--- config.mk ---
export PLATFORM = sky130hd
export DESIGN_NAME = wake_timer_power_cycle_control
export DESIGN_NICKNAME = d
export VERILOG_FILES = /design/src/wake_timer_pkg.sv /design/src/wake_timer_power_cycle_control.sv
export VERILOG_INCLUDE_DIRS = /design/src
export SDC_FILE = /design/constraint.sdc
export NUM_CORES = 1
export LEC_CHECK = 0
export BUFFER_PORTS_ARGS = -buffer_cell sky130_fd_sc_hd__buf_2
export CAP_MARGIN = 40
export CORE_ASPECT_RATIO = 1.75
export CORE_MARGIN = 3
export CORE_UTILIZATION = 59
export DETAILED_ROUTE_END_ITERATION = 16
export GPL_ROUTABILITY_DRIVEN = 1
export PLACE_DENSITY = 0.81
export SYNTH_ARGS = -nofsm -noshare
export SYNTH_HDL_FRONTEND = slang
export SYNTH_SLANG_ARGS = --single-unit
--- constraint.sdc ---
create_clock -name mclk -period 4.3 [get_ports mclk]
set_input_delay 0.86 -clock mclk [delete_from_list [all_inputs] [get_ports mclk]]
set_output_delay 0.86 -clock mclk [all_outputs]
set_load 0.1 [all_outputs]
--- src/wake_timer_regs.svh ---
// Register addresses, field positions and reset values of the wake timer block.
// Assumes an 8-bit register address and 8-bit data from the serial front end.
`ifndef WAKE_TIMER_REGS_SVH
`define WAKE_TIMER_REGS_SVH
`define ADDR_WAKE_CFG 8'h05
`define ADDR_PERIOD_HI 8'h06
`define ADDR_PERIOD_LO 8'h07
`define ADDR_RXTO_HI 8'h08
`define ADDR_RXTO_LO 8'h09
`define ADDR_TRX_PU 8'h0a
`define ADDR_RSVD_B 8'h0b
`define ADDR_RSVD_C 8'h0c
`define ADDR_CAL 8'h0d
`define ADDR_DIS_CLK 8'h0e
`define RST_WAKE_CFG 8'h00
`define RST_PERIOD 16'h0800
`define RST_PERIOD_HI 8'h08
`define RST_PERIOD_LO 8'h00
`define RST_RXTO_HI 8'hff
`define RST_RXTO_LO 8'hf3
`define RST_TRX_PU 8'h00
`define RST_CAL 8'h2a
`define RST_DIS_CLK 8'h80
`define ZERO8 8'h00
`define ZERO16 16'h0000
`define ONE16 16'h0001
`define ZERO10 10'h000
`define ONE10 10'h001
// Field positions in the timer configuration register
`define B_AUTO_WAKE 7
`define B_SINGLE_SHOT 6
`define B_END_SEL 5
`define B_RESYNC_TX 4
`define B_RESYNC_RX 3
`define B_ADDR_HIT 2
`define B_BROADCAST 1
`define B_NEEDS_CRC 0
// Field positions in the disables and clock control register
`define B_EDGE_SEL 7
`define B_FLUSH_DIS 6
`define B_SUPPLY_DIS 5
`define B_CONV_DIS 4
`define B_SYNTH_DIS 3
`define B_SYM_SRC 2
`define B_XTAL_SRC 1
`define B_XTAL_OUT 0
// Sleep depth codes
`define DEPTH_SHALLOW 2'b01
`define DEPTH_DEEP 2'b11
`endif

--- src/wake_timer_pkg.sv ---
// Types shared by the wake timer block.
// Assumes the register header is included by the design file.
package wake_timer_pkg;
   typedef enum logic [1:0] {rx_off, rx_settle, rx_listen} rx_state_type;
endpackage : wake_timer_pkg

--- src/wake_timer_power_cycle_control.sv ---
// Wake-up timer, timer resync, receiver timing and power-up delay of the radio.
// Assumes register accesses arrive as decoded byte strobes and all inputs are mclk-synchronous.
//
// Behaviour
// Auto-wake bit lets timer wrap wake device
// Single-shot wakes once until period rewritten
// Transmit resync at sync word or end
// Receive resync at sync word or end
// Address hit clears timer, CRC optional
// Broadcast end clears timer, CRC optional
// CRC qualification gates every reception clear
// Timer count readable high then low byte
// Writes set period; timer wraps there
// Idle counts PLL clock, sleeps count crystal
// Receiver timeout after value*8+1 symbol clocks
// Receiver settles delay+1 symbol clocks first
// Transceiver waits 4*delay symbols after wake
// Edge-select bit picks serial output edge
// Auto-flush faulty packets unless disabled
// Host waits frame end before FIFO reads
// Three disable bits turn off resources
// Symbol clock source bit selects external pin
// Crystal source bit selects external pin
// Crystal output bit drives crystal pin
// Calibration trims reset, load from NVM
// Sleep depth codes select clock source
// Receiver timeout flag, cleared on read
// Crystal timer flag set at zero
// Either period byte write re-arms one-shot
// Period applies once both bytes written
`include "wake_timer_regs.svh"
`timescale 1ns/10ps
`default_nettype none
module wake_timer_power_cycle_control
   import wake_timer_pkg::*;
#(
   parameter int TIMER_W = 16
) (
   input wire logic mclk,
   input wire logic reset,
   input wire logic clk_en,
   input wire logic [7:0] reg_addr,
   input wire logic [7:0] reg_wdata,
   input wire logic reg_wr,
   input wire logic reg_rd,
   output logic [7:0] reg_rdata,
   input wire logic [1:0] sleep_depth,
   input wire logic asleep,
   input wire logic int_pll_clk,
   input wire logic ext_pll_clk,
   input wire logic int_ext_crystal_clock_pin,
   input wire logic ext_crystal_clock_pin_in,
   output logic ext_crystal_clock_pin_out,
   output logic ext_crystal_clock_pin_oe,
   input wire logic tx_sync_sent,
   input wire logic tx_done,
   input wire logic rx_sync_seen,
   input wire logic rx_done,
   input wire logic rx_addr_match,
   input wire logic rx_broadcast,
   input wire logic rx_crc_ok,
   input wire logic rx_bad_packet,
   input wire logic rx_start,
   input wire logic rx_detect,
   input wire logic wake_done,
   input wire logic rx_timeout_flag_rd,
   input wire logic crystal_timer_flag_rd,
   input wire logic nvm_cal_load,
   input wire logic [7:0] nvm_cal_byte,
   output logic wake_req,
   output logic [TIMER_W-1:0] wake_timer_value,
   output logic rx_settling,
   output logic rx_listening,
   output logic rx_timeout_flag,
   output logic crystal_timer_flag,
   output logic rx_fifo_flush,
   output logic trx_power_en,
   output logic serial_out_edge_select,
   output logic rx_autoflush_disable,
   output logic core_supply_gate_disable,
   output logic converter_disable,
   output logic synth_disable,
   output logic symbol_clock_source,
   output logic crystal_clock_source,
   output logic crystal_clock_output_en,
   output logic sym_clk_sel,
   output logic ext_crystal_clock_pin_sel,
   output logic reserved_cal_bit,
   output logic [2:0] osc_resistor_trim,
   output logic [3:0] vref_trim
);

   // Register storage
   // Period bytes are kept apart from the applied period so a single byte write is held back
   logic [7:0] cfg_r;
   logic [TIMER_W-1:0] sleep_period_r;
   logic [7:0] period_hi_r;
   logic [7:0] period_lo_r;
   logic hi_written_r;
   logic lo_written_r;
   logic [7:0] rxto_hi_r;
   logic [7:0] rxto_lo_r;
   logic [7:0] trx_pu_r;
   logic [7:0] cal_r;
   logic [7:0] dis_r;
   logic armed_r;
   logic [1:0] clk_prev_r;
   logic rx_to_r;
   logic xo_flag_r;
   logic wake_r;
   logic flush_r;
   rx_state_type rx_state_r;
   rx_state_type rx_state_nxt;
   logic [15:0] rx_cnt_r;
   logic [15:0] rx_cnt_nxt;
   logic [9:0] pu_cnt_r;
   logic pu_busy_r;
   logic pu_ready_r;

   // Address decode
   wire wr_cfg = reg_wr && (reg_addr == `ADDR_WAKE_CFG);
   wire wr_hi = reg_wr && (reg_addr == `ADDR_PERIOD_HI);
   wire wr_lo = reg_wr && (reg_addr == `ADDR_PERIOD_LO);
   wire wr_rxto_hi = reg_wr && (reg_addr == `ADDR_RXTO_HI);
   wire wr_rxto_lo = reg_wr && (reg_addr == `ADDR_RXTO_LO);
   wire wr_trx_pu = reg_wr && (reg_addr == `ADDR_TRX_PU);
   wire wr_cal = reg_wr && (reg_addr == `ADDR_CAL);
   wire wr_dis = reg_wr && (reg_addr == `ADDR_DIS_CLK);

   // Clock selection; the crystal pin is read as the source whenever selected, even while it is driven out
   // The slow clocks are sampled as levels by mclk, so each high and each low phase
   // must last at least one mclk period or a tick is lost
   wire xtal_src = dis_r[`B_XTAL_SRC];
   wire sym_src = dis_r[`B_SYM_SRC];
   wire sym_level = sym_src ? ext_pll_clk : int_pll_clk;
   wire xtal_level = xtal_src ? ext_crystal_clock_pin_in : int_ext_crystal_clock_pin;
   wire sym_tick = sym_level && !clk_prev_r[0];
   wire xtal_tick = xtal_level && !clk_prev_r[1];

   // Idle codes 00 and 10 count the PLL clock, shallow and deep count the crystal
   wire depth_sleep = (sleep_depth == `DEPTH_SHALLOW) || (sleep_depth == `DEPTH_DEEP);
   wire timer_tick = depth_sleep ? xtal_tick : sym_tick;

   // Resync sources; reception clears need a good CRC whenever qualification is on
   // A resync that meets a wrap still lets the wrap raise its flag and its wake
   wire end_sel = cfg_r[`B_END_SEL];
   wire crc_gate = !cfg_r[`B_NEEDS_CRC] || rx_crc_ok;
   wire tx_sync_evt = cfg_r[`B_RESYNC_TX] && (end_sel ? tx_done : tx_sync_sent);
   wire rx_sync_evt = cfg_r[`B_RESYNC_RX] && (end_sel ? rx_done : rx_sync_seen) && crc_gate;
   wire addr_evt = cfg_r[`B_ADDR_HIT] && rx_done && rx_addr_match && crc_gate;
   wire bcast_evt = cfg_r[`B_BROADCAST] && rx_done && rx_broadcast && crc_gate;
   wire resync = tx_sync_evt || rx_sync_evt || addr_evt || bcast_evt;

   // Wrap detection at the programmed period
   // Greater-or-equal, so a period lowered below the live count wraps on the next tick
   // instead of running round the whole count range first
   wire at_period = timer_tick && (wake_timer_value >= sleep_period_r);
   wire timer_zero = at_period || resync;
   wire [TIMER_W-1:0] timer_inc = wake_timer_value + TIMER_W'(1);
   wire [TIMER_W-1:0] timer_nxt = timer_zero ? TIMER_W'(0) : (timer_tick ? timer_inc : wake_timer_value);
   wire may_wake = !cfg_r[`B_SINGLE_SHOT] || armed_r;
   wire wake_nxt = at_period && asleep && cfg_r[`B_AUTO_WAKE] && may_wake;

   // Period bytes pair up before they reach the comparator
   // Until both bytes have arrived the old period stays in force, so a half-written
   // value never triggers an early wrap
   wire hi_seen = hi_written_r || wr_hi;
   wire lo_seen = lo_written_r || wr_lo;
   wire period_commit = (wr_hi || wr_lo) && hi_seen && lo_seen;
   wire [7:0] hi_byte = wr_hi ? reg_wdata : period_hi_r;
   wire [7:0] lo_byte = wr_lo ? reg_wdata : period_lo_r;

   // Receiver timing loads
   // Both counters end on the tick that finds them at zero, which gives the extra
   // symbol clock of the settle and timeout spans
   wire [11:0] rx_to_val = {rxto_hi_r, rxto_lo_r[7:4]};
   wire [15:0] rx_to_load = {1'b0, rx_to_val, 3'b000};
   wire [15:0] rx_settle_load = {12'h000, rxto_lo_r[3:0]};
   wire rx_cnt_done = (rx_cnt_r == `ZERO16);
   wire rx_expire = (rx_state_r == rx_listen) && sym_tick && rx_cnt_done && !rx_detect;
   wire [9:0] pu_load = {trx_pu_r, 2'b00};
   wire pu_start = wake_done || wake_r;

   // Read mux; reserved and unmapped addresses read as zero
   // The period addresses return the live count; the period itself is write-only
   logic [7:0] rdata_nxt;
   always_comb begin
      unique case (reg_addr)
         `ADDR_WAKE_CFG: rdata_nxt = cfg_r;
         `ADDR_PERIOD_HI: rdata_nxt = wake_timer_value[15:8];
         `ADDR_PERIOD_LO: rdata_nxt = wake_timer_value[7:0];
         `ADDR_RXTO_HI: rdata_nxt = rxto_hi_r;
         `ADDR_RXTO_LO: rdata_nxt = rxto_lo_r;
         `ADDR_TRX_PU: rdata_nxt = trx_pu_r;
         `ADDR_CAL: rdata_nxt = cal_r;
         `ADDR_DIS_CLK: rdata_nxt = dis_r;
         default: rdata_nxt = `ZERO8;
      endcase
   end

   // Receiver sequence: settle, then listen until packet or timeout
   // A start request outside rx_off is ignored
   always_comb begin
      rx_state_nxt = rx_state_r;
      rx_cnt_nxt = rx_cnt_r;
      unique case (rx_state_r)
         rx_off: begin
            if (rx_start) begin
               rx_state_nxt = rx_settle;
               rx_cnt_nxt = rx_settle_load;
            end
         end
         rx_settle: begin
            if (sym_tick) begin
               if (rx_cnt_done) begin
                  rx_state_nxt = rx_listen;
                  rx_cnt_nxt = rx_to_load;
               end else begin
                  rx_cnt_nxt = rx_cnt_r - `ONE16;
               end
            end
         end
         rx_listen: begin
            if (rx_detect || rx_expire) begin
               rx_state_nxt = rx_off;
            end else if (sym_tick) begin
               rx_cnt_nxt = rx_cnt_r - `ONE16;
            end
         end
      endcase
   end

   // Register writes and reads
   // Read data is registered and holds until the next read strobe
   always_ff @(posedge mclk) begin
      if (reset) begin
         cfg_r <= `RST_WAKE_CFG;
         rxto_hi_r <= `RST_RXTO_HI;
         rxto_lo_r <= `RST_RXTO_LO;
         trx_pu_r <= `RST_TRX_PU;
         dis_r <= `RST_DIS_CLK;
         reg_rdata <= `ZERO8;
      end else if (clk_en) begin
         if (wr_cfg) cfg_r <= reg_wdata;
         if (wr_rxto_hi) rxto_hi_r <= reg_wdata;
         if (wr_rxto_lo) rxto_lo_r <= reg_wdata;
         if (wr_trx_pu) trx_pu_r <= reg_wdata;
         if (wr_dis) dis_r <= reg_wdata;
         if (reg_rd) reg_rdata <= rdata_nxt;
      end
   end

   // Calibration byte: software write or factory value from NVM, software wins
   // A write is the newer intent of software, so it beats a load in the same cycle
   always_ff @(posedge mclk) begin
      if (reset) begin
         cal_r <= `RST_CAL;
      end else if (clk_en) begin
         if (wr_cal) cal_r <= reg_wdata;
         else if (nvm_cal_load) cal_r <= nvm_cal_byte;
      end
   end

   // Sleep period staging and one-shot arming
   // Reset leaves no byte pending and the one-shot armed
   always_ff @(posedge mclk) begin
      if (reset) begin
         sleep_period_r <= `RST_PERIOD;
         period_hi_r <= `RST_PERIOD_HI;
         period_lo_r <= `RST_PERIOD_LO;
         hi_written_r <= 1'b0;
         lo_written_r <= 1'b0;
         armed_r <= 1'b1;
      end else if (clk_en) begin
         if (wr_hi) period_hi_r <= reg_wdata;
         if (wr_lo) period_lo_r <= reg_wdata;
         hi_written_r <= hi_seen && !period_commit;
         lo_written_r <= lo_seen && !period_commit;
         if (period_commit) sleep_period_r <= {hi_byte, lo_byte};
         // A rewrite re-arms even if it lands on the wake cycle
         if (wr_hi || wr_lo) armed_r <= 1'b1;
         else if (wake_nxt) armed_r <= 1'b0;
      end
   end

   // Wake timer, edge history and wake pulse
   // The edge history freezes with clk_en, so a clock pulse that ends while frozen is dropped
   always_ff @(posedge mclk) begin
      if (reset) begin
         wake_timer_value <= `ZERO16;
         clk_prev_r <= 2'b00;
         wake_r <= 1'b0;
      end else if (clk_en) begin
         wake_timer_value <= timer_nxt;
         clk_prev_r <= {xtal_level, sym_level};
         wake_r <= wake_nxt;
      end
   end

   // Sticky flags: a new event beats a read clear in the same cycle
   // The flush pulse follows the faulty packet by one edge and lasts one cycle
   always_ff @(posedge mclk) begin
      if (reset) begin
         rx_to_r <= 1'b0;
         xo_flag_r <= 1'b0;
         flush_r <= 1'b0;
      end else if (clk_en) begin
         rx_to_r <= rx_expire || (rx_to_r && !rx_timeout_flag_rd);
         xo_flag_r <= at_period || (xo_flag_r && !crystal_timer_flag_rd);
         flush_r <= rx_bad_packet && !dis_r[`B_FLUSH_DIS];
      end
   end

   // Receiver sequencer state
   always_ff @(posedge mclk) begin
      if (reset) begin
         rx_state_r <= rx_off;
         rx_cnt_r <= `ZERO16;
      end else if (clk_en) begin
         rx_state_r <= rx_state_nxt;
         rx_cnt_r <= rx_cnt_nxt;
      end
   end

   // Power-up hold after wake; sleeping drops the transceiver again
   // A new wake restarts the hold from the full delay
   always_ff @(posedge mclk) begin
      if (reset) begin
         pu_cnt_r <= `ZERO10;
         pu_busy_r <= 1'b0;
         pu_ready_r <= 1'b0;
      end else if (clk_en) begin
         if (asleep && !pu_start) begin
            pu_busy_r <= 1'b0;
            pu_ready_r <= 1'b0;
         end else if (pu_start) begin
            pu_cnt_r <= pu_load;
            pu_busy_r <= (pu_load != `ZERO10);
            pu_ready_r <= (pu_load == `ZERO10);
         end else if (pu_busy_r && sym_tick) begin
            if (pu_cnt_r == `ONE10) begin
               pu_busy_r <= 1'b0;
               pu_ready_r <= 1'b1;
            end
            pu_cnt_r <= pu_cnt_r - `ONE10;
         end
      end
   end

   // Outputs straight from control state, except the crystal pin output, which follows the internal crystal input
   assign wake_req = wake_r;
   assign rx_timeout_flag = rx_to_r;
   assign crystal_timer_flag = xo_flag_r;
   assign rx_fifo_flush = flush_r;
   assign trx_power_en = pu_ready_r;
   assign rx_settling = (rx_state_r == rx_settle);
   assign rx_listening = (rx_state_r == rx_listen);
   assign serial_out_edge_select = dis_r[`B_EDGE_SEL];
   assign rx_autoflush_disable = dis_r[`B_FLUSH_DIS];
   assign core_supply_gate_disable = dis_r[`B_SUPPLY_DIS];
   assign converter_disable = dis_r[`B_CONV_DIS];
   assign synth_disable = dis_r[`B_SYNTH_DIS];
   assign symbol_clock_source = sym_src;
   assign crystal_clock_source = xtal_src;
   assign crystal_clock_output_en = dis_r[`B_XTAL_OUT];
   assign sym_clk_sel = sym_src;
   assign ext_crystal_clock_pin_sel = xtal_src;
   // Driving the pin while it is also the selected source would loop; software must not do both
   assign ext_crystal_clock_pin_out = int_ext_crystal_clock_pin;
   assign ext_crystal_clock_pin_oe = dis_r[`B_XTAL_OUT];
   assign reserved_cal_bit = cal_r[7];
   assign osc_resistor_trim = cal_r[6:4];
   assign vref_trim = cal_r[3:0];

endmodule : wake_timer_power_cycle_control
`default_nettype wire

==> impl_metrics.yaml, run 1 <==
clock_tree:
  cts-htree-levels: 4
  post_cts_buffers: 0
  clk_root_buffer_cell: "sky130_fd_sc_hd__clkbuf_16"
  cts_hold_repair.buffers: 0
  path_clk_slew_ps: 60
  cts_tree: "built"
  ctsResizeCount: 0
  clock-sinks: 143
  cts.path.max_buffers: 2
  cts_made_buffers: 17
  clock_insertion_delay_worst_skew_ps: 430
timing:
  setup_violations: 0
  setup_repair_after_global_routing_missed_its_margin: "no"
  fmaxAchievable_ghz: 0.3333
  max_slew.worst_pin.slew_ps: 903.1
  period_share: 0.6977
  relative_max_transition_margin: 0.3933
  setup_total_negative_slack_ps: 0
  timing.final.hold_violations: 0
  final_max_slew_viol_count: 0
  post-route-min-period_ps: 3000
  fin_skew_ps: 9.161
pwr:
  static-leakage-power_nw: 3.319
  worst_ir_drop_vdd_uv: 257.9
  power_per_cell_area_nw_per_um2: 400.7
  p_total_mw: 3.507
setup_path:
  timing.setup.critical_path_class: "flip-flop to flip-flop"
  cp_data_required_time_ps: 4620
  critical_path.endpoint_type: "flip-flop"
  cp_data_arrival_time_ps: 3310
  r2r.worst_path.cells: 8
  crit_start: "rx_cnt_r[0]$_SDFFE_PP0P_"
  setup.worst_path.start_class: "flip-flop"
  r2r-start: "rx_cnt_r[0]$_SDFFE_PP0P_"
  crit_fanout: 16
die:
  design.die.area_um2: 14400
  start_util: 0.6077
  die_x_um: 92.01
  placeableCoreArea_um2: 12570
  die_h_um: 156.5
  num_rows: 54
  num_io_pins: 101
route:
  final_antenna_net_count: 0
  routed_wl_mm: 22.64
  remaining_drc_errors: 0
  drt_iter0_drc: 520
  avg_wl_per_cell_um: 18.83
  route.detailed.vias_per_inst: 6.307
  detailroute.via_count: 7581
  drt_pass1_iterations: 5
synth:
  most_frequently_used_flop_master_after_synthesis: "sky130_fd_sc_hd__dfxtp_1"
  yosys_register_bits: 143
  synth_async_sr_flop_share: 0
  synth-warning-count: 0
  netlist_instances: 955
  synth-seq-area-share: 0.3748
  average_size_of_a_mapped_cell_um2: 7.997
  yosysUniqueCellTypes: 71
  netlist_area_um2: 7637
  synth-edff-count: 0
  synth_nets: 1028
placement:
  placed_wire_length_estimate_mm: 15.92
  numPortBuffers: 99
  globalplace.congestion: 0.9676
  dp_area_um2: 8145
  place_inst: 1170
final_layout:
  drive_above_1_share: 0.1634
  nets: 1094
  syn2layout_area_growth_pct: 14.58
  instances_no_fill: 1202
  post-route-cell-area_um2: 8751
  layout.cells.most_common: "sky130_fd_sc_hd__dfxtp_1"
  antenna_cells_inserted: 0
  final_cell_mix: "sky130_fd_sc_hd__dfxtp_1, sky130_fd_sc_hd__nand2_1, sky130_fd_sc_hd__nor2_1"
  finalCoreUtilization: 0.6963
run_status:
  status: "finished, final reports clean"
min_path:
  min_path_cells: 2
  holdCritStartpoint: "period_hi_r[4]$_SDFFE_PP0P_"
  worstHoldPathType: "flip-flop to flip-flop"
global_route:
  gr-total-overflow: 0
  grt_start_max_net_pins: 62
  groute.usage.overall: 0.3165
  antenna_found_initial: 0
  grt_pass1_wl_mm: 35.79
  number_of_global_route_vias_before_repair: 7224
flow_run:
  max_capacitance_violation_count: 0
## synth_stat cells, drive strengths merged, types with 16 or more instances
cell	count	share of area
o21ai	43	0.028
dfxtp	143	0.37
a21oi	62	0.043
ha	23	0.038
nor2	106	0.052
clkbuf	49	0.024
buf	16	0.016
nand3	54	0.035
a211oi	23	0.023
mux2i	52	0.068
nand2	120	0.059
nor3	26	0.018
inv	40	0.020
## layer usage
metal | part of all wire | vias up | GRT usage
met4 | 0.068 | 0 | 0.2105
li1 | - | 3560 | -
met5 | 0 | - | 0
met1 | 0.36 | 3553 | 0.3371
met2 | 0.51 | 351 | 0.5631
met3 | 0.061 | 117 | 0.05964
## final cells by class
| cell class | count | area, um^2 |
|---|---|---|
| Clock buffer | 20 | 446.7 |
| Clock inverter | 12 | 158.9 |
| Fill cell | 1076 | 3816 |
| Inverter | 40 | 150.1 |
| Multi-Input combinational cell | 707 | 4327 |
| Sequential cell | 143 | 2863 |
| Tap cell | 168 | 210.2 |
| Timing Repair Buffer | 112 | 595.6 |
## flip-flops by register name, summed over array words and instances, names as in the netlist, 10 cells and up
name and count:
pu_cnt_r 10, sleep_period_r 16, wake_timer_value 16, rx_cnt_r 16
## where the power goes
group | internal (mW) | leakage (nW) | switching [mW] | total [mW]
registers | 1.35 | 1.16 | 0.0271 | 1.38
clock network | 0.931 | 0.280 | 0.592 | 1.52
logic | 0.188 | 1.88 | 0.418 | 0.606
total | 2.47 | 3.32 | 1.04 | 3.51
## metrics by stage
| stage | worst slack, ps | hold WS (ps) |
|---|---|---|
| 2_1_floorplan | 1295 | 435.7 |
| 3_3_place_gp | 992.2 | 434.6 |
| 3_5_place_dp | 988.1 | 446.8 |
| 4_1_cts | 1327 | 454.7 |
| 5_1_grt | 1179 | 472.7 |
| 6_report | 1300 | 454.6 |
## critical path, stage by stage, from the launching register on
cell and delay, ps:
sky130_fd_sc_hd__dfxtp_1 330, sky130_fd_sc_hd__inv_1 90, sky130_fd_sc_hd__ha_1 210, sky130_fd_sc_hd__or4b_1 530, sky130_fd_sc_hd__or4_4 600, sky130_fd_sc_hd__a22oi_2 190
sky130_fd_sc_hd__or2_1 530, sky130_fd_sc_hd__nor2_1 160, sky130_fd_sc_hd__a32o_1 250
## worst paths after layout
check / to / slack (ps)
worst max-delay path: rx_cnt_r[2]$_SDFFE_PP0P_ / 1300
worst min-delay path: period_hi_r[4]$_SDFFE_PP0P_ / 450
worst max register to register: rx_cnt_r[2]$_SDFFE_PP0P_ / 1300
worst min register to register: period_hi_r[4]$_SDFFE_PP0P_ / 450
## kinds of logic after synthesis
family,after synthesis,synth area share
flip-flops,143,0.3748
multiplexers,57,0.07552
AND/OR/NAND/NOR,393,0.2433
adder cells (fa/ha/maj),23,0.03768
buffers and inverters,105,0.05930
XOR/XNOR,17,0.01950
AO/OA/AOI/OAI,217,0.1899
Power figures use the tool's default switching activity.
==> inputs of run 2 (changes only) <==
- CORE_UTILIZATION: 59 -> 58
- PLACE_DENSITY: 0.81 -> 0.8
- clock period: 4.3 -> 2.84 ns (I/O delays scaled with it)
==> impl_metrics.yaml, run 2 (same netlist as run 1, synthesis figures left out) <==
setup_path:
  cpPeakStageDelay_ps: 530
  r2r-start: "rx_cnt_r[0]$_SDFFE_PP0P_"
  worst-r2r-setup-slack_ps: 140
  cp_cell_sequence: "inv_1 > ha_1 > or4b_1 > or4_4 > a22oi_2 > or2_1 > nor2_1 > a32o_1"
  timing.setup.critical_path_class: "flip-flop to flip-flop"
  critical_path.endpoint_type: "flip-flop"
  cp_data_arrival_time_ps: 3000
  worstReg2RegEnd: "rx_cnt_r[2]$_SDFFE_PP0P_"
  crit_fanout: 13
  setup.worst_path.start_class: "flip-flop"
  critical-path-slowest-cell: "sky130_fd_sc_hd__or4_4"
  cp_data_required_time_ps: 3150
  r2r.worst_path.cells: 8
timing:
  timing.final.hold_violations: 0
  period_share: 0.9493
  setup_slack_ps: 144.0
  relative_max_transition_margin: 0.4148
  post-route-min-period_ps: 2696
  fmaxAchievable_ghz: 0.3709
  fin_skew_ps: 7.335
  setup_total_negative_slack_ps: 0
  max_slew.worst_pin.slew_ps: 874.6
  setup_repair_after_global_routing_missed_its_margin: "no"
  setup_violations: 0
  final_max_slew_viol_count: 0
route:
  remaining_drc_errors: 0
  final_antenna_net_count: 0
  drt_pass1_iterations: 6
  route.detailed.vias_per_inst: 6.204
  detailroute.via_count: 7650
  routed_wl_mm: 22.94
  avg_wl_per_cell_um: 18.61
  drt_iter0_drc: 728
placement:
  placed_wire_length_estimate_mm: 16.09
  numPortBuffers: 99
  pre_cts_slack_ps: 177.7
  globalplace.congestion: 0.9921
clock_tree:
  path_clk_slew_ps: 60
  cts_hold_repair.buffers: 0
  clock-sinks: 143
  clock_insertion_delay_worst_skew_ps: 420
  cts_made_buffers: 17
  cts.path.max_buffers: 2
  cts_tree: "built"
  post_cts_buffers: 0
  cts-htree-levels: 4
  ctsResizeCount: 0
  clk_root_buffer_cell: "sky130_fd_sc_hd__clkbuf_16"
die:
  start_util: 0.6013
  die_h_um: 157.8
  placeableCoreArea_um2: 12700
  num_rows: 54
  num_io_pins: 101
  die_x_um: 92.75
  design.die.area_um2: 14640
min_path:
  holdCritStartpoint: "rx_bad_packet"
  hold-path-endpoint: "rx_fifo_flush$_SDFFE_PP0P_"
  min_path_cells: 3
  worstHoldPathType: "primary input to flip-flop"
final_layout:
  drive_above_1_share: 0.1962
  final_cell_mix: "sky130_fd_sc_hd__dfxtp_1, sky130_fd_sc_hd__nand2_1, sky130_fd_sc_hd__nor2_1"
  top_regs: "rx_cnt_r x16, sleep_period_r x16, wake_timer_value x16"
  antenna_cells_inserted: 0
  syn2layout_area_growth_pct: 18.51
  layout.cells.most_common: "sky130_fd_sc_hd__dfxtp_1"
  multiInputGateArea_um2: 4327
  fillers: 1072
  sequential_cell_area_um2: 2873
  nets: 1125
pwr:
  p_clk_frac: 0.440
  power_per_cell_area_nw_per_um2: 604.8
  worst_ir_drop_vdd_uv: 413.4
  swShare: 0.2875
  combPwrFrac: 0.179
  p_int_mw: 3.900
  p_seq_frac: 0.381
  netSwitchingPower_mw: 1.574
  static-leakage-power_nw: 3.518
flow_run:
  max_capacitance_violation_count: 0
global_route:
  groute.usage.overall: 0.3177
  grt_pass1_wl_mm: 36.76
  gr-total-overflow: 0
  number_of_global_route_vias_before_repair: 7264
  antenna_found_initial: 0
  grt_start_max_net_pins: 43
run_status:
  status: "finished, final reports clean"
[run 2: changes by cell type in the layout (fill, tap and decap cells not counted), sizes merged]
| cell | delta |
|---|---|
| clkinvlp | -4 |
| clkinv | +3 |
| bufinv | +1 |
| buf | +31 |
[run 2: layout make-up]
type	count	area share
multi-input cells	707	0.4780
flip-flops and latches	143	0.3174
repair buffers	143	0.09428
clock buffers	20	0.05046
well taps	168	0.02322
clock inverters	12	0.02004
inverters	40	0.01659
[run 2: worst max-delay path, delay by kind of cell (launching register included)]
| family | cells | cell delay [ps] |
|---|---|---|
| adder cells (fa/ha/maj) | 1 | 200 |
| flip-flops | 1 | 330 |
| buffers and inverters | 1 | 90 |
| AND/OR/NAND/NOR | 4 | 1570 |
| AO/OA/AOI/OAI | 2 | 400 |
[run 2: metrics by stage]
| step | hold WS, ps | instances | area, um^2 | util | power [mW] |
|---|---|---|---|---|---|
| floorplan | 435.7 | 955 | 7647 | - | 2.843 |
| global placement | 430.5 | 1201 | 8413 | 0.6623 | 3.073 |
| detailed placement | 440.0 | 1201 | 8413 | 0.6623 | 3.080 |
| CTS | 416.2 | 1233 | 9051 | 0.7126 | 5.467 |
| global route | 446.0 | 1233 | 9051 | 0.7126 | 5.654 |
| finish | 421.8 | 1233 | 9051 | 0.7126 | 5.474 |
[run 2: worst max path at each step]
stage                                 startpoint                                to  slack (ps)  cells after the start
2_1_floorplan  wake_timer_value[12]$_SDFFE_PP0P_  wake_timer_value[9]$_SDFFE_PP0P_          20                      8
3_5_place_dp            rx_cnt_r[0]$_SDFFE_PP0P_          rx_cnt_r[2]$_SDFFE_PP0P_         180                      8
4_1_cts                 rx_cnt_r[0]$_SDFFE_PP0P_          rx_cnt_r[0]$_SDFFE_PP0P_         150                      8
3_3_place_gp            rx_cnt_r[0]$_SDFFE_PP0P_          rx_cnt_r[2]$_SDFFE_PP0P_         190                      8
6_report                rx_cnt_r[0]$_SDFFE_PP0P_          rx_cnt_r[2]$_SDFFE_PP0P_         140                      8
5_1_grt                 rx_cnt_r[0]$_SDFFE_PP0P_          rx_cnt_r[2]$_SDFFE_PP0P_          20                      8
[run 2: layer usage]
layer | vias up | part of all wire | track usage
met5 | - | 0 | 0
met4 | 0 | 0.039 | 0.1544
met2 | 395 | 0.48 | 0.5242
li1 | 3616 | - | -
met3 | 73 | 0.084 | 0.06087
met1 | 3566 | 0.39 | 0.3984
[run 2: power by group through the flow]
stage / Clock, mW / Combinational (mW) / Sequential (mW)
after detailed placement: 0 / 0.954 / 2.13
final: 2.41 / 0.981 / 2.08
after CTS: 2.42 / 0.963 / 2.08
after floorplan: 0 / 0.652 / 2.19
after global placement: 0 / 0.948 / 2.12
after global routing: 2.51 / 1.06 / 2.09
